## config.mk

```make
export PLATFORM = sky130hd
export DESIGN_NAME = command_source_selector
export DESIGN_NICKNAME = d
export VERILOG_FILES = /design/src/verilog/command_source_selector.v
export VERILOG_INCLUDE_DIRS = /design/src /design/src/common
export SDC_FILE = /design/constraint.sdc
export NUM_CORES = 1
export LEC_CHECK = 0
export BUFFER_PORTS_ARGS = -buffer_cell sky130_fd_sc_hd__buf_2
export CAP_MARGIN = 30
export CORE_MARGIN = 4
export CORE_UTILIZATION = 51
export CTS_CLUSTER_SIZE = 24
export DETAILED_ROUTE_END_ITERATION = 10
export PLACE_DENSITY = 0.8
export SLEW_MARGIN = 15
export SYNTH_ARGS = -nofsm -noshare
export SYNTH_HDL_FRONTEND = slang
export SYNTH_SLANG_ARGS = --single-unit
```

## constraint.sdc

```tcl
create_clock -name clk_in -period 2.4 [get_ports clk_in]
set_input_delay 0.12 -clock clk_in [delete_from_list [all_inputs] [get_ports clk_in]]
set_output_delay 0.12 -clock clk_in [all_outputs]
set_load 0.01 [all_outputs]
```

## src/common/cmd_source_consts.vh

```
// constants for the command source selector: register map, field layout, reset values, source codes
`ifndef CMD_SOURCE_CONSTS_VH
`define CMD_SOURCE_CONSTS_VH
`define ADDR_CTRL        8'h00
`define ADDR_STATUS      8'h04
`define ADDR_FREQ_LOCAL  8'h08
`define ADDR_FREQ_PORT1  8'h0C
`define ADDR_FREQ_PORT2  8'h10
`define ADDR_FREQ_BUS    8'h14
`define ADDR_FREQ_SEL    8'h18
`define CTRL_SERIAL_LSB  0
`define CTRL_FIELDBUS_LSB 4
`define CTRL_RUN_CODE_BIT 6
`define CTRL_ALT_FREQ_BIT 7
`define CTRL_LE_ASSIGNED 8
`define CTRL_RESET       32'h0000_0000
`define SERIAL_MAX       4'h8
`define SRC_LOCAL        2'h0
`define SRC_PORT1        2'h1
`define SRC_PORT2        2'h2
`define SRC_BUS          2'h3
`define RESP_OKAY        2'h0
`define RESP_SLVERR      2'h2
`endif

```

## src/verilog/command_source_selector.v

```verilog
// command source selector: chooses frequency and run command sources for the drive
//
// Overview of operation
// - serial setting 0,2,6 local; 1,3,7 port 1; 4,5,8 port 2 frequency.
// - serial setting 0,1,4 local; 2,3,5 port 1; 6,7,8 port 2 run.
// - fieldbus setting 1 frequency, 2 run, 3 both from fieldbus; 0 follows serial.
// - with link enable assigned, settings apply only while it is asserted.
// - with no link enable assignment, settings always apply.
// - routed run group holds forward, reverse and general digital inputs.
// - only the selected run source drives run outputs, never two at once.
// - port 1 is the keypad connector link, port 2 the terminal pair link.
// - local frequency from setting codes or multistep; local run from chosen run code.
`timescale 1ns/100ps
`default_nettype none
`include "cmd_source_consts.vh"
module command_source_selector #(
  parameter FREQ_W = 16,
  parameter GEN_W  = 7
) (
  input  wire              clk_in,
  input  wire              resetn_in,
  // AXI4-Lite slave
  input  wire [7:0]        s_axi_awaddr_in,
  input  wire              s_axi_awvalid_in,
  output wire              s_axi_awready_out,
  input  wire [31:0]       s_axi_wdata_in,
  input  wire [3:0]        s_axi_wstrb_in,
  input  wire              s_axi_wvalid_in,
  output wire              s_axi_wready_out,
  output reg  [1:0]        s_axi_bresp_out,
  output reg               s_axi_bvalid_out,
  input  wire              s_axi_bready_in,
  input  wire [7:0]        s_axi_araddr_in,
  input  wire              s_axi_arvalid_in,
  output wire              s_axi_arready_out,
  output reg  [31:0]       s_axi_rdata_out,
  output reg  [1:0]        s_axi_rresp_out,
  output reg               s_axi_rvalid_out,
  input  wire              s_axi_rready_in,
  // pins
  input  wire              link_enable_cmd_in,
  input  wire              forward_run_input_in,
  input  wire              reverse_run_input_in,
  input  wire [GEN_W-1:0]  general_input_in,
  input  wire              keypad_run_fwd_in,
  input  wire              keypad_run_rev_in,
  // serial port 1 (keypad connector) and port 2 (terminal pair) decoded images
  input  wire [FREQ_W-1:0] port1_freq_in,
  input  wire [GEN_W+1:0]  port1_run_in,
  input  wire [FREQ_W-1:0] port2_freq_in,
  input  wire [GEN_W+1:0]  port2_run_in,
  input  wire [FREQ_W-1:0] bus_freq_in,
  input  wire [GEN_W+1:0]  bus_run_in,
  input  wire [FREQ_W-1:0] multistep_freq_in,
  input  wire              multistep_active_in,
  // selected commands
  output reg  [FREQ_W-1:0] freq_cmd_out,
  output reg               run_fwd_out,
  output reg               run_rev_out,
  output reg  [GEN_W-1:0]  general_cmd_out,
  output reg  [1:0]        freq_source_out,
  output reg  [1:0]        run_source_out
);

////////////////////////////////////////////////////////////////////////////////
// pin synchronisers
reg  [GEN_W+3:0] pin_meta_reg;
reg  [GEN_W+3:0] pin_sync_reg;
wire [GEN_W+3:0] pin_raw = {link_enable_cmd_in, forward_run_input_in, reverse_run_input_in,
                            keypad_run_fwd_in, general_input_in};
wire             le_s  = pin_sync_reg[GEN_W+3];
wire             fwd_s = pin_sync_reg[GEN_W+2];
wire             rev_s = pin_sync_reg[GEN_W+1];
wire             kfwd_s = pin_sync_reg[GEN_W];
wire [GEN_W-1:0] gen_s = pin_sync_reg[GEN_W-1:0];
reg  [1:0]       krev_reg;

always @(posedge clk_in or negedge resetn_in) begin
  if (!resetn_in) begin
    pin_meta_reg <= {(GEN_W+4){1'b0}};
    pin_sync_reg <= {(GEN_W+4){1'b0}};
    krev_reg     <= 2'h0;
  end else begin
    pin_meta_reg <= pin_raw;
    pin_sync_reg <= pin_meta_reg;
    krev_reg     <= {krev_reg[0], keypad_run_rev_in};
  end
end

////////////////////////////////////////////////////////////////////////////////
// registers
reg [3:0]        serial_source_select_reg;
reg [1:0]        fieldbus_source_select_reg;
reg              le_assigned_reg;
reg              run_source_code_reg;   // 0 keypad, 1 terminals
reg              freq_code_sel_reg;     // 0 primary setting code, 1 alternate
reg [FREQ_W-1:0] freq_setting_code_reg;
reg [FREQ_W-1:0] alt_freq_setting_code_reg;
// link enable counts as on whenever no terminal is assigned to it
wire             effective_le = le_assigned_reg ? le_s : 1'b1;

////////////////////////////////////////////////////////////////////////////////
// AXI4-Lite slave; address and data may arrive in either order, one outstanding write and read
reg              aw_held_reg;
reg  [7:0]       aw_addr_reg;
reg              w_held_reg;
reg  [31:0]      w_data_reg;
reg  [3:0]       w_strb_reg;
// whichever channel comes first is parked until its partner has been taken
wire             aw_take = s_axi_awvalid_in && s_axi_awready_out;
wire             w_take  = s_axi_wvalid_in && s_axi_wready_out;
wire [7:0]       wr_addr = aw_held_reg ? aw_addr_reg : s_axi_awaddr_in;
wire [31:0]      wr_data = w_held_reg ? w_data_reg : s_axi_wdata_in;
wire [3:0]       wr_strb = w_held_reg ? w_strb_reg : s_axi_wstrb_in;
wire             wr_go   = (aw_held_reg || aw_take) && (w_held_reg || w_take);
wire             rd_go   = s_axi_arvalid_in && !s_axi_rvalid_out;
assign s_axi_awready_out = !aw_held_reg && !s_axi_bvalid_out;
assign s_axi_wready_out  = !w_held_reg && !s_axi_bvalid_out;
assign s_axi_arready_out = rd_go;

function [31:0] merge;
  input [31:0] old;
  input [31:0] nw;
  input [3:0]  strb;
  integer i;
  begin
    merge = old;
    for (i = 0; i < 4; i = i + 1)
      if (strb[i])
        merge[i*8 +: 8] = nw[i*8 +: 8];
  end
endfunction

// only these three words take writes; the rest answer with an error
function wr_mapped;
  input [7:0] addr;
  begin
    wr_mapped = (addr == `ADDR_CTRL) || (addr == `ADDR_FREQ_LOCAL) || (addr == `ADDR_FREQ_SEL);
  end
endfunction

wire [31:0] ctrl_word = {23'h0, le_assigned_reg, freq_code_sel_reg, run_source_code_reg,
                         fieldbus_source_select_reg, serial_source_select_reg};
wire [31:0] ctrl_new  = merge(ctrl_word, wr_data, wr_strb);
wire [31:0] f1_new    = merge({{(32-FREQ_W){1'b0}}, freq_setting_code_reg}, wr_data, wr_strb);
wire [31:0] f2_new    = merge({{(32-FREQ_W){1'b0}}, alt_freq_setting_code_reg}, wr_data, wr_strb);
wire        wr_bad    = !wr_mapped(wr_addr);

always @(posedge clk_in or negedge resetn_in) begin
  if (!resetn_in) begin
    serial_source_select_reg   <= 4'h0;
    fieldbus_source_select_reg <= 2'h0;
    le_assigned_reg            <= 1'b0;
    run_source_code_reg        <= 1'b0;
    freq_code_sel_reg          <= 1'b0;
    freq_setting_code_reg      <= {FREQ_W{1'b0}};
    alt_freq_setting_code_reg  <= {FREQ_W{1'b0}};
    s_axi_bvalid_out           <= 1'b0;
    s_axi_bresp_out            <= `RESP_OKAY;
    aw_held_reg                <= 1'b0;
    aw_addr_reg                <= 8'h00;
    w_held_reg                 <= 1'b0;
    w_data_reg                 <= 32'h0000_0000;
    w_strb_reg                 <= 4'h0;
  end else begin
    if (wr_go) begin
      aw_held_reg      <= 1'b0;
      w_held_reg       <= 1'b0;
      s_axi_bvalid_out <= 1'b1;
      s_axi_bresp_out  <= wr_bad ? `RESP_SLVERR : `RESP_OKAY;
      if (wr_addr == `ADDR_CTRL) begin
        // out-of-range serial codes are refused and the old one kept
        if (ctrl_new[`CTRL_SERIAL_LSB +: 4] <= `SERIAL_MAX)
          serial_source_select_reg <= ctrl_new[`CTRL_SERIAL_LSB +: 4];
        fieldbus_source_select_reg <= ctrl_new[`CTRL_FIELDBUS_LSB +: 2];
        run_source_code_reg        <= ctrl_new[`CTRL_RUN_CODE_BIT];
        freq_code_sel_reg          <= ctrl_new[`CTRL_ALT_FREQ_BIT];
        le_assigned_reg            <= ctrl_new[`CTRL_LE_ASSIGNED];
      end
      if (wr_addr == `ADDR_FREQ_LOCAL)
        freq_setting_code_reg <= f1_new[FREQ_W-1:0];
      if (wr_addr == `ADDR_FREQ_SEL)
        alt_freq_setting_code_reg <= f2_new[FREQ_W-1:0];
    end else begin
      if (aw_take) begin
        aw_held_reg <= 1'b1;
        aw_addr_reg <= s_axi_awaddr_in;
      end
      if (w_take) begin
        w_held_reg <= 1'b1;
        w_data_reg <= s_axi_wdata_in;
        w_strb_reg <= s_axi_wstrb_in;
      end
      if (s_axi_bready_in)
        s_axi_bvalid_out <= 1'b0;
    end
  end
end

always @(posedge clk_in or negedge resetn_in) begin
  if (!resetn_in) begin
    s_axi_rvalid_out <= 1'b0;
    s_axi_rdata_out  <= 32'h0000_0000;
    s_axi_rresp_out  <= `RESP_OKAY;
  end else begin
    if (rd_go) begin
      s_axi_rvalid_out <= 1'b1;
      s_axi_rresp_out  <= `RESP_OKAY;
      case (s_axi_araddr_in)
        `ADDR_CTRL:       s_axi_rdata_out <= ctrl_word;
        `ADDR_STATUS:     s_axi_rdata_out <= {26'h0, le_s, effective_le, run_source_out, freq_source_out};
        `ADDR_FREQ_LOCAL: s_axi_rdata_out <= {{(32-FREQ_W){1'b0}}, freq_setting_code_reg};
        `ADDR_FREQ_SEL:   s_axi_rdata_out <= {{(32-FREQ_W){1'b0}}, alt_freq_setting_code_reg};
        `ADDR_FREQ_PORT1: s_axi_rdata_out <= {{(32-FREQ_W){1'b0}}, freq_cmd_out};
        default: begin
          s_axi_rdata_out <= 32'h0000_0000;
          s_axi_rresp_out <= `RESP_SLVERR;
        end
      endcase
    end else if (s_axi_rready_in) begin
      s_axi_rvalid_out <= 1'b0;
    end
  end
end

////////////////////////////////////////////////////////////////////////////////
// source decode

function [1:0] freq_src_of;
  input [3:0] code;
  begin
    case (code)
      4'h1, 4'h3, 4'h7: freq_src_of = `SRC_PORT1;
      4'h4, 4'h5, 4'h8: freq_src_of = `SRC_PORT2;
      default:          freq_src_of = `SRC_LOCAL;
    endcase
  end
endfunction

function [1:0] run_src_of;
  input [3:0] code;
  begin
    case (code)
      4'h2, 4'h3, 4'h5: run_src_of = `SRC_PORT1;
      4'h6, 4'h7, 4'h8: run_src_of = `SRC_PORT2;
      default:          run_src_of = `SRC_LOCAL;
    endcase
  end
endfunction

reg [1:0] fsrc;
reg [1:0] rsrc;
always @* begin
  fsrc = `SRC_LOCAL;
  rsrc = `SRC_LOCAL;
  if (effective_le) begin
    fsrc = fieldbus_source_select_reg[0] ? `SRC_BUS : freq_src_of(serial_source_select_reg);
    rsrc = fieldbus_source_select_reg[1] ? `SRC_BUS : run_src_of(serial_source_select_reg);
  end
end

// local frequency: multistep wins over the setting codes
wire [FREQ_W-1:0] local_freq = multistep_active_in ? multistep_freq_in :
                               (freq_code_sel_reg ? alt_freq_setting_code_reg : freq_setting_code_reg);
// local run: keypad or terminals; general inputs always come from the terminals locally
wire [GEN_W+1:0] local_run = run_source_code_reg ? {fwd_s, rev_s, gen_s} :
                                                   {kfwd_s, krev_reg[1], gen_s};

reg [FREQ_W-1:0] freq_mux;
reg [GEN_W+1:0]  run_mux;
always @* begin
  case (fsrc)
    `SRC_PORT1: freq_mux = port1_freq_in;
    `SRC_PORT2: freq_mux = port2_freq_in;
    `SRC_BUS:   freq_mux = bus_freq_in;
    default:    freq_mux = local_freq;
  endcase
  // one source only feeds the run group; the others are ignored entirely
  case (rsrc)
    `SRC_PORT1: run_mux = port1_run_in;
    `SRC_PORT2: run_mux = port2_run_in;
    `SRC_BUS:   run_mux = bus_run_in;
    default:    run_mux = local_run;
  endcase
end

// registered outputs so a setting change switches cleanly on one edge
always @(posedge clk_in or negedge resetn_in) begin
  if (!resetn_in) begin
    freq_cmd_out    <= {FREQ_W{1'b0}};
    run_fwd_out     <= 1'b0;
    run_rev_out     <= 1'b0;
    general_cmd_out <= {GEN_W{1'b0}};
    freq_source_out <= `SRC_LOCAL;
    run_source_out  <= `SRC_LOCAL;
  end else begin
    freq_cmd_out    <= freq_mux;
    run_fwd_out     <= run_mux[GEN_W+1];
    run_rev_out     <= run_mux[GEN_W];
    general_cmd_out <= run_mux[GEN_W-1:0];
    freq_source_out <= fsrc;
    run_source_out  <= rsrc;
  end
end

endmodule // command_source_selector
`default_nettype wire

```

**Word-level counts from Yosys, hierarchy flattened**

Cells that the tools add are included.
Widths: inputs -> output; s select.

- Bits in registers: 160
- Bits of input ports: 163
- Output and inout port bits: 70
- Logic and storage cells: 111

- Magnitude comparators: 1
- Equal/unequal tests: 20
- Muxes and demuxes: 27
- Bitwise operators: 1
- Reduce and logical (&&, ||, !) cells: 34

Operators with widths:

| operator | number |
|---|---|
| $pmux 16 s5 | 1 |
| $mux 16 | 3 |
| $pmux 16 s3 | 1 |
| $pmux 9 s3 | 1 |
| $eq 8x4->1 const B | 3 |
| $reduce_and 3->1 | 7 |
| $eq 4x3->1 const B | 4 |
| $eq 8x5->1 const B | 2 |
| $logic_not 8->1 | 2 |
| $mux 2 | 7 |
| $reduce_or 3->1 | 4 |
| $mux 1 | 9 |
| $mux 9 | 1 |
| $eq 2x2->1 const B | 4 |
| $eq 4x2->1 const B | 2 |
| $eq 8x3->1 const B | 1 |
| $mux 8 | 1 |
| $pmux 2 s2 | 2 |
| $reduce_bool 2->1 | 4 |
| $logic_and 1x1->1 | 6 |
| $reduce_or 5->1 | 1 |
| $eq 2x1->1 const B | 2 |
| $eq 4x1->1 const B | 1 |
| $eq 4x4->1 const B | 1 |
| 6 further kinds | 13 |

**Logic depth before layout (Yosys ltp)**

Gate-level depths: netlist of run 1.

- Depth after elaboration: 7
- Mapped depth: 8
- Depth with buffers taken out: 5

**Least setup slack after synthesis of run 1**

OpenSTA, ideal clock, no wires.

- Path kind: reg-to-reg
- Start point: register aw_addr_reg[2]
- End point: register alt_freq_setting_code_reg[0]
- Library setup time: 0.125 ns
- Data arrival time: 1.800 ns
- Setup slack: 0.475 ns
- Stages on the path, launching flop included: 6
- Path buffers: 0
- Cells stage by stage: dfrtp_1 > nor4_2 > nand3_2 > a2111oi_4 > nand2_4 > mux2_4

- Word-level cells in the longest chain between the ends: 3

RTL lines:

| what | line | source |
|---|---|---|
| start: declaration | command_source_selector.v:105 | `reg [7:0] aw_addr_reg;` |
| start signal: assignment | command_source_selector.v:187 | `aw_addr_reg <= s_axi_awaddr_in;` |
| $mux 8 | command_source_selector.v:112 | `wire [7:0] wr_addr = aw_held_reg ? aw_addr_reg : s_axi_awaddr_in;` |
| $eq 8x5->1 (no line) | - |  |
| $reduce_and 3->1 (no line) | - |  |
| end signal: assignment | command_source_selector.v:157 | `alt_freq_setting_code_reg <= {FREQ_W{1'b0}};` |
| end signal: assignment | command_source_selector.v:183 | `alt_freq_setting_code_reg <= f2_new[FREQ_W-1:0];` |
| end: declaration | command_source_selector.v:98 | `reg [FREQ_W-1:0] alt_freq_setting_code_reg;` |

No other way between the ends.
A chain may end at the register's enable or synchronous reset.

**Final worst setup path of run 1**

- Start point: register serial_source_select_reg[2]
- End point: register freq_cmd_out[2]

- Word-level cells in the longest chain between the ends: 7
- Elaborated cells between the ends (all ways): 15

RTL lines:

| what | line | source |
|---|---|---|
| start: declaration | command_source_selector.v:92 | `reg [3:0] serial_source_select_reg;` |
| start signal: assignment | command_source_selector.v:174 | `` serial_source_select_reg <= ctrl_new[`CTRL_SERIAL_LSB +: 4]; `` |
| $eq 4x4->1, or another cell as far along | command_source_selector.v:232 | `case (code)` |
| $reduce_or 3->1 | command_source_selector.v:232 |  |
| $pmux 2 s2 * | command_source_selector.v:232 |  |
| $mux 2 * | command_source_selector.v:257 | `` fsrc = fieldbus_source_select_reg[0] ? `SRC_BUS : freq_src_of(serial_source_select_reg); `` |
| $mux 2 * | command_source_selector.v:256 | `if (effective_le) begin` |
| $eq 2x2->1 / $eq 2x1->1 (equally long branches) | command_source_selector.v:272 | `case (fsrc)` |
| $pmux 16 s3 * | command_source_selector.v:272 |  |
| via freq_mux[2] | command_source_selector.v:269 | `reg [FREQ_W-1:0] freq_mux;` |
| end signal: assignment | command_source_selector.v:290 | `freq_cmd_out <= {FREQ_W{1'b0}};` |
| end signal: assignment | command_source_selector.v:297 | `freq_cmd_out <= freq_mux;` |
| end: declaration | command_source_selector.v:57 | `output reg [FREQ_W-1:0] freq_cmd_out,` |

Mark *: on every way through the listed nets, which the timed path passes. The rest lies on a longest branch.

==> reports/results.ini, run 1 <==
[outcome]
status = finished clean

[synthesis]
async_flop_share = 1.000
synth_area_sq_um = 6914
syn_inst = 585
yosysTopAreaCell = dfrtp_1
synth_warnings = 0
ys.flop_type = dfrtp_1
seq_area_frac_synth = 0.5139
synth_top_area_share = 0.5139
synth_edf_count = 0
ys_types = 47
avgSynthCellArea_sq_um = 11.82
synth_area_leaders = dfrtp_1, mux2_2, mux2i_1, mux2_4, nand2_1
synth-seq-cells = 142

[critical_path]
cp_max_fo = 15
regToRegSetupSlack_ns = 0.12
crit_type = reg2reg
rr_startpoint = serial_source_select_reg[2]
required_ns = 2.70
end_kind = flop
start_kind = flop
crit_arrival_ns = 2.58
reg2reg_depth = 5
rr_endpoint = freq_cmd_out[2]

[clocking]
clkLatencyLatePin_ns = 0.43
post_cts_buffers = 0
max-clock-path-buffers = 2
root_buffer = clkbuf_16
cts_max_level = 4
clock-sinks = 142
cts_buffers = 17
clk_pin_slew_worst_paths_ns = 0.07
tritoncts = yes
cts_resized = 0
cts_hold_buf = 79

[global_route]
grt_start_max_net_pins = 75
grt-ovfl-total = 0
antenna_found_initial = 1
grt_pass1_vias = 6441
track_usage = 0.2804
grt_pass1_wl_um = 34380

[sta]
tns_ns = 0
tightestPinTransition_ns = 0.8302
slew_headroom = 0.4465
setup_violations = 0
whs_ns = 0.007208
fin_skew_ns = 0.01395
hold_viol = 0
timing.fmax_mhz = 438.1
period_needed_ns = 2.282
slew_viol_final = 0
timing.final.crit_share = 0.9510
rsz0062_at_grt = no

[placement]
place_area_sq_um = 8035
io_buffers = 196
gp_congestion = 0.9131
place_hpwl_um = 14710

[floorplanning]
start_util = 0.5221
io_pins = 233
dieArea_sq_um = 15480
core_sq_um = 13240
rows = 42
dieWidth_um = 124.4
die_y_um = 124.4

[pwr]
p_leak_nw = 4.548
max-vdd-ir-drop_v = 0.0005699
cellPowerDensity_nw_per_um2 = 984.6

[worst_hold_path]
hold_path.class = in2reg
min_from = port1_freq_in[1]
holdPathEnd = freq_cmd_out[1]
hold_path_depth = 3

[layout]
nFillCells = 890
final_cell_mix = buf_2, dfrtp_1, mux2_2, dlygate4sd3_1, nand2_1
fin_nets = 1026
layout.cells.most_common = buf_2
final_area_sq_um = 9469
drive_gt1_frac = 0.4167
syn_to_final_growth_pct = 36.95

[drt]
ant_nets = 0
via_count = 6039
wl_um = 21490
drt_first_iter_violations = 426
drc = 0
drt_pass1_iterations = 7
drt-wirelength-per-cell_um = 20.41
drt-vias-per-instance = 5.735

[job]
drv_cap = 0

==> cell usage after synthesis (5+ instances only) <==
| cell type | n |
|---|---|
| dfrtp_1 | 142 |
| mux2_2 | 96 |
| nand2_1 | 47 |
| mux2i_1 | 34 |
| nor2_1 | 28 |
| o22ai_1 | 27 |
| a21oi_1 | 25 |
| buf_4 | 18 |
| a31oi_1 | 17 |
| o21ai_0 | 17 |
| mux2_4 | 16 |
| buf_2 | 15 |
| clkbuf_1 | 13 |
| a2bb2oi_1 | 10 |
| inv_1 | 8 |
| nor2b_1 | 8 |
| o21a_1 | 8 |
| o221ai_1 | 6 |
| a221oi_1 | 5 |
| and3_1 | 5 |
| nand3_1 | 5 |
| nor3_1 | 5 |
==> worst max-delay path: stages (launching register included) <==
cell,delay (ns)
dfrtp_1,0.49
or4b_1,0.64
nand2_1,0.15
nand2_1,0.36
o22ai_1,0.41
a31oi_1,0.10
==> through the flow <==
| stage | cells | total power (W) | setup WS (ns) | util |
|---|---|---|---|---|
| after detailed placement | 939 | 0.006336 | 0.1825 | 0.6068 |
| final | 1053 | 0.009323 | 0.1176 | 0.7150 |
| after floorplan | 602 | 0.005272 | 0.4755 | - |
| after global routing | 1053 | 0.009762 | 0.07766 | 0.7150 |
| after global placement | 938 | 0.006181 | 0.2629 | 0.6059 |
| after CTS | 1050 | 0.009210 | 0.1756 | 0.7135 |
==> power breakdown <==
group	internal, W	leakage [nW]	switching, W
clock	0.00168	0.292	0.00107
sequential	0.00303	1.76	0.000502
combinational	0.00139	2.50	0.00164
==> area by class of cell <==
type                            count  area [sq um]  share of cell area
Sequential cell                   142          3553              0.3753
Multi-Input combinational cell    403          3123              0.3298
Timing Repair Buffer              291          1917              0.2024
Clock buffer                       18         439.2             0.04638
Tap cell                          176         220.2             0.02326
Clock inverter                     14         183.9             0.01942
Inverter                            8         30.03            0.003171
Antenna cell                        1         2.502           0.0002643
==> metal layers <==
metal | track usage | vias to the layer above | routed length (um)
met4 | 0.1309 | 0 | 935
met5 | 0 | - | 0
met2 | 0.4825 | 374 | 10930
met3 | 0.07933 | 90 | 1805
li1 | - | 2671 | -
met1 | 0.3229 | 2904 | 7822
==> how the worst max path moves through the flow <==
stage                     slack [ns]                           end                         from  cells past startpoint
after floorplan                 0.48  alt_freq_setting_code_reg[0]               aw_addr_reg[2]                      5
after global placement          0.26                   run_fwd_out  serial_source_select_reg[3]                      5
after detailed placement        0.18                   run_rev_out  serial_source_select_reg[3]                      5
after CTS                       0.18            general_cmd_out[0]  serial_source_select_reg[3]                      5
after global routing            0.08     freq_setting_code_reg[13]                  aw_held_reg                      5
final                           0.12               freq_cmd_out[2]  serial_source_select_reg[2]                      5
==> logic make-up (layout without fill, tap and decap cells) <==
kind of cell | count (synthesis) | after routing | synth area share
buffers and inverters | 57 | 331 | 0.04361
other | 1 | 19 | 0.0005424
AOI/OAI and AO/OA | 124 | 124 | 0.1209
DFF | 142 | 142 | 0.5139
and+or+nand+nor | 114 | 114 | 0.07908
muxes | 147 | 147 | 0.2419
(Power assumes the default switching activity.)
==> run 2: changes to the inputs <==
Settings changed: CORE_UTILIZATION 51 to 55, PLACE_DENSITY 0.8 to 0.85, RECOVER_POWER from default to 100.
Clock period 2.4 ns to 2.9 ns, I/O delays scaled along.
==> run 2 against run 1 <==
Compared with the run above: critical path depth up 1; worst hold slack better by 0.0088 ns; total power down 15%; critical path type unchanged; largest cell class unchanged.
==> reports/results.ini, run 2 (synthesis gave the netlist of run 1 again) <==
[pwr]
max-vdd-ir-drop_v = 0.0005297  ; -7.0%
cellPowerDensity_nw_per_um2 = 862.0  ; -12%
p_leak_nw = 4.264  ; -6.2%

[critical_path]
required_ns = 3.21  ; +0.51 ns
start_kind = flop
cp_max_fo = 15  ; unchanged
crit_type = reg2reg
end_kind = flop
crit_arrival_ns = 2.98  ; +0.40 ns

[sta]
rsz0062_at_grt = no
timing.final.crit_share = 0.9205  ; -0.03047
period_needed_ns = 2.670  ; +0.3871 ns
tns_ns = 0  ; unchanged
hold_viol = 0  ; unchanged
timing.fmax_mhz = 374.6  ; -15%
slew_viol_final = 0  ; unchanged
slew_headroom = 0.02904  ; -0.4175
fin_skew_ns = 0.01008  ; -0.003877 ns
setup_violations = 0  ; unchanged
tightestPinTransition_ns = 1.456  ; +0.6262 ns

[clocking]
cts_max_level = 4  ; unchanged
clk_pin_slew_worst_paths_ns = 0.06  ; about the same
root_buffer = clkbuf_16
clkLatencyLatePin_ns = 0.43  ; about the same
tritoncts = yes
cts_buffers = 17  ; unchanged
post_cts_buffers = 0  ; unchanged
max-clock-path-buffers = 2  ; unchanged
clock-sinks = 142  ; unchanged

[layout]
drive_gt1_frac = 0.3372  ; -0.07944
final_cells = 1025  ; -2.7%
final_cell_mix = dfrtp_1, buf_2, mux2_2, dlygate4sd3_1, clkbuf_1
n_antenna_cell = 0  ; -1
fin_util = 0.7537  ; +0.03866
fin_nets = 1007  ; -1.9%
syn_to_final_growth_pct = 32.57
final_area_sq_um = 9166  ; -3.2%

[job]
drv_cap = 0  ; unchanged

[floorplanning]
dieWidth_um = 120.1  ; -3.5%
dieArea_sq_um = 14430  ; -6.8%
die_y_um = 120.1  ; -3.5%
rows = 40  ; -4.8%
io_pins = 233  ; unchanged
core_sq_um = 12160  ; -8.2%
start_util = 0.5685  ; +0.04641

[global_route]
track_usage = 0.2920  ; +0.01164
antenna_found_initial = 1  ; unchanged
grt_pass1_vias = 6147  ; -4.6%
grt_start_max_net_pins = 63  ; -16%
grt_pass1_wl_um = 32110  ; -6.6%
grt-ovfl-total = 0  ; unchanged

[placement]
io_buffers = 196  ; unchanged
place_hpwl_um = 14140  ; -3.9%
place_area_sq_um = 7969  ; -0.83%
dp.cells = 924  ; -1.6%
gp_congestion = 0.8836  ; -3.2%

[drt]
drc = 0  ; unchanged
drt-wirelength-per-cell_um = 20.48  ; +0.33%
ant_nets = 0  ; unchanged
drt_first_iter_violations = 389  ; -8.7%
drt_pass1_iterations = 6  ; -1
via_count = 5815  ; -3.7%
wl_um = 20990  ; -2.3%
drt-vias-per-instance = 5.673  ; -1.1%

[outcome]
status = finished clean

[worst_hold_path]
hold_path.class = in2reg

==> run 2: cell count changes in the layout (fill, tap and decap cells not counted), moves of 3 or more <==
cell / previous run / this run
mux2_4: 16 / 4
mux2_1: 1 / 13
clkbuf_1: 0 / 53
buf_2: 195 / 142
bufinv_16: 3 / 6
dlygate4sd3_1: 80 / 68
buf_4: 13 / 5
==> run 2: timing repair <==
item                                   in CTS  in global routing
resized for setup                           0                  2
setup endpoints to repair                   0                  2
endpoints found under the hold margin     117                  0
hold buffers                               68                  0
==> run 2: where the power goes <==
part           leakage [nW]  switching (W)  internal, W
clock network         0.326       0.000847      0.00166
logic                  2.18        0.00131      0.00115
registers              1.76       0.000429      0.00251
==> run 2: path summary, 6_finish.rpt <==
kind                                                   from                             to  slack, ns  cells past startpoint
worst max-delay path            serial_source_select_reg[2]                freq_cmd_out[5]       0.23                      6
worst min-delay path                          bus_run_in[2]             general_cmd_out[2]       0.02                      3
worst max register to register  serial_source_select_reg[2]                freq_cmd_out[5]       0.23                      6
worst min register to register              pin_meta_reg[8]                pin_sync_reg[8]       0.34                      0
max in group asynchronous                         resetn_in  alt_freq_setting_code_reg[15]       0.61                      3
min in group asynchronous                         resetn_in                freq_cmd_out[9]       0.62                      2
==> run 2: layer usage <==
metal | vias up | part of all wire | GRT usage
li1 | 2616 | - | -
met4 | 2 | 0.049 | 0.1739
met1 | 2772 | 0.37 | 0.3214
met5 | - | 0.00033 | 0
met2 | 348 | 0.51 | 0.5058
met3 | 77 | 0.079 | 0.07587
==> run 2: layout make-up <==
type | instances | area, sq um
Clock buffer | 19 | 452.9
Multi-Input combinational cell | 403 | 3037
Tap cell | 168 | 210.2
Inverter | 8 | 30.03
Fill cell | 853 | 2995
Timing Repair Buffer | 272 | 1649
Sequential cell | 142 | 3553
Clock inverter | 13 | 234.0
==> run 2: per-stage QoR <==
| step | power [W] | hold WS (ns) | setup slack (ns) |
|---|---|---|---|
| after CTS | 0.007966 | 0.0002286 | 0.1224 |
| after global placement | 0.005106 | 0.1463 | 0.7269 |
| after floorplan | 0.004363 | -0.1506 | 0.9755 |
| after detailed placement | 0.005202 | 0.1527 | 0.6720 |
| after global routing | 0.008260 | 0.007173 | 0.08785 |
| final | 0.007901 | 0.01606 | 0.2304 |
==> run 2: worst max-delay path: stages (launching register included) <==
cell and delay (ns):
dfrtp_1 0.49, or4b_1 0.63, nand2_1 0.15, nand2_2 0.25
o22ai_1 0.37, a31oi_1 0.07, dlygate4sd3_1 0.60
==> run 3: changes to the inputs <==
==> constraint.sdc (replaced) <==
create_clock -name clk_in -period 3.1 [get_ports clk_in]
set_input_delay 0.155 -clock clk_in [delete_from_list [all_inputs] [get_ports clk_in]]
set_output_delay 0.155 -clock clk_in [all_outputs]
set_load 0.05 [all_outputs]
==> run 3 against run 2 <==
Compared with the run above: the flow now finishes with violations (capacitance limit, slew limit); count of clock-buffer cells in the layout unchanged; via count down 0.50%; sequential share of layout area up 0.22 points; non-clock buffer count down 5; global-route usage down 0.85 points; clock skew up 0.0018 ns; flip-flop and latch count unchanged; critical endpoint unchanged; largest cell class unchanged.
==> reports/results.ini, run 3 (synthesis gave the netlist of run 1 again) <==
[placement]
io_buffers = 196  ; unchanged
detailedPlace.worstSlack_ns = 0.8172  ; +0.1452 ns
gp_congestion = 0.8746  ; -1.0%
place_hpwl_um = 14310  ; +1.2%

[floorplanning]
rows = 40  ; unchanged
io_pins = 233  ; unchanged
start_util = 0.5685  ; unchanged
core_sq_um = 12160  ; unchanged
dieWidth_um = 120.1  ; unchanged
die_y_um = 120.1  ; unchanged
dieArea_sq_um = 14430  ; unchanged

[global_route]
grt-ovfl-total = 0  ; unchanged
track_usage = 0.2836  ; -0.008470
busiest_layer = met2
grt_pass1_vias = 6091  ; -0.91%
antenna_found_initial = 0  ; -1
grt.met1_usage = 0.3214  ; about the same
grt_pass1_wl_um = 31120  ; -3.1%
grt_util_met3 = 0.07681  ; +0.0009425
grt_start_max_net_pins = 85  ; +35%
use_met2 = 0.4910  ; -0.01475

[clocking]
clock-sinks = 142  ; unchanged
clkLatencyLatePin_ns = 0.44  ; about the same
cts_resized = 0  ; unchanged
post_cts_buffers = 0  ; unchanged
root_buffer = clkbuf_16
max-clock-path-buffers = 2  ; unchanged
cts_buffers = 17  ; unchanged
tritoncts = yes
cts_max_level = 4  ; unchanged
clk_pin_slew_worst_paths_ns = 0.06  ; about the same

[critical_path]
end_kind = flop
critPathLaunch = serial_source_select_reg[2]
required_ns = 3.40  ; +0.19 ns
crit_type = reg2reg
slowest_stage = or4b_1
crit_path_cell_trace = or4b_1, nand2_1, nand2_1, o22ai_1, a31oi_1, dlygate4sd3_1
rr_startpoint = serial_source_select_reg[2]
slowest_delay_ns = 0.64  ; about the same
start_kind = flop
critPathMostFrequentCell = nand2_1
crit_arrival_ns = 3.25  ; +0.27 ns
cp_max_fo = 15  ; unchanged

[pwr]
cellPowerDensity_nw_per_um2 = 884.7  ; +2.6%
internal_power_w = 0.004887  ; -8.1%
comb_power_share = 0.379  ; +0.068
clockPowerShare = 0.282  ; -0.036
p_leak_nw = 4.245  ; -0.46%
seq_power_share = 0.340  ; -0.032
max-vdd-ir-drop_v = 0.0003730  ; -30%
p_sw_w = 0.003175  ; +23%
p_sw_frac = 0.3938  ; +0.06701

[sta]
slew_headroom = -0.4085  ; -0.4375
period_needed_ns = 2.947  ; +0.2772 ns
timing.final.crit_share = 0.9506  ; +0.03004
fin_ws_ns = 0.1532  ; -0.07722 ns
hold_viol = 0  ; unchanged
slew_viol_final = 84  ; +84
tightestPinTransition_ns = 2.113  ; +0.6563 ns
tns_ns = 0  ; unchanged
timing.fmax_mhz = 339.4  ; -9.4%
rsz0062_at_grt = no
setup_violations = 0  ; unchanged
fin_skew_ns = 0.01184  ; +0.001764 ns

[drt]
via_count = 5786  ; -0.50%
drt-vias-per-instance = 5.673  ; about the same
drc = 0  ; unchanged
drt_pass1_iterations = 5  ; -1
wl_um = 20360  ; -3.0%
ant_nets = 0  ; unchanged
drt_first_iter_violations = 392  ; +0.77%
drt-wirelength-per-cell_um = 19.96  ; -2.5%

[layout]
drive_gt1_frac = 0.3345  ; -0.002716
fin_nets = 1002  ; -0.50%
syn_to_final_growth_pct = 31.81
final_cell_mix = dfrtp_1, buf_2, mux2_2, dlygate4sd3_1, clkbuf_1
nFillCells = 862  ; +1.1%
n_antenna_cell = 0  ; unchanged

[worst_hold_path]
min_from = bus_freq_in[10]
hold_path.class = in2reg

[job]
drv_cap = 1  ; +1

[outcome]
violations = capacitance limit, slew limit
status = finished, violations left

## run 3: cell count changes in the layout (fill, tap and decap cells not counted), moves of 2 or more
| cell | delta |
|---|---|
| dlygate4sd3_1 | -4 |
| mux2_1 | +4 |
| mux2_4 | -3 |
| nand2_4 | +2 |
## run 3: cell type report
cell class	instances	area [sq um]	area share
Clock inverter	13	211.5	0.02320
Multi-Input combinational cell	403	3038	0.3333
Sequential cell	142	3553	0.3899
Inverter	8	30.03	0.003295
Clock buffer	19	452.9	0.04970
Timing Repair Buffer	267	1618	0.1775
Tap cell	168	210.2	0.02306
## run 3: path summary, 6_finish.rpt
kind | end | slack, ns | cells after the start
setup / recovery | freq_cmd_out[5] | 0.15 | 6
hold / removal | freq_cmd_out[10] | 0.03 | 3
setup reg to reg | freq_cmd_out[5] | 0.15 | 6
hold reg to reg | pin_sync_reg[6] | 0.34 | 0
max in group asynchronous | alt_freq_setting_code_reg[14] | 0.97 | 2
min in group asynchronous | s_axi_rvalid_out | 0.87 | 2
## run 3: metrics by stage
stage,area (sq um),hold WS (ns),cells,power [W],utilization
3_3_place_gp,7954,0.2488,922,0.005549,0.6540
4_1_cts,9266,0.0004004,1019,0.008143,0.7619
5_1_grt,9114,0.01625,1020,0.008400,0.7494
6_report,9114,0.02565,1020,0.008063,0.7494
3_5_place_dp,7961,0.2626,923,0.005652,0.6546
2_1_floorplan,6978,-0.1406,602,0.004841,-
## run 3: repair_timing
action | CTS | global route
endpoints found under the setup margin | 0 | 0
hold buffers | 64 | 0
endpoints found under the hold margin | 136 | 0
## run 3: power groups by stage
stage          Sequential (W)  Clock [W]  Combinational [W]
6_report              0.00274    0.00227            0.00305
5_1_grt               0.00279    0.00237            0.00324
4_1_cts               0.00272    0.00229            0.00313
3_5_place_dp          0.00275          0            0.00291
3_3_place_gp          0.00271          0            0.00284
2_1_floorplan         0.00336          0            0.00148
## run 3: critical path: cells and delay by family (launching register included)
family	cells	cell delay [ns]
and+or+nand+nor	3	1.19
DFF	1	0.49
AOI/OAI and AO/OA	2	0.55
buffers and inverters	1	0.59
## run 3: metal layers
layer	up-vias	share of wire
li1	2618	-
met2	303	0.51
met1	2803	0.38
met3	62	0.072
met5	-	0
met4	0	0.036
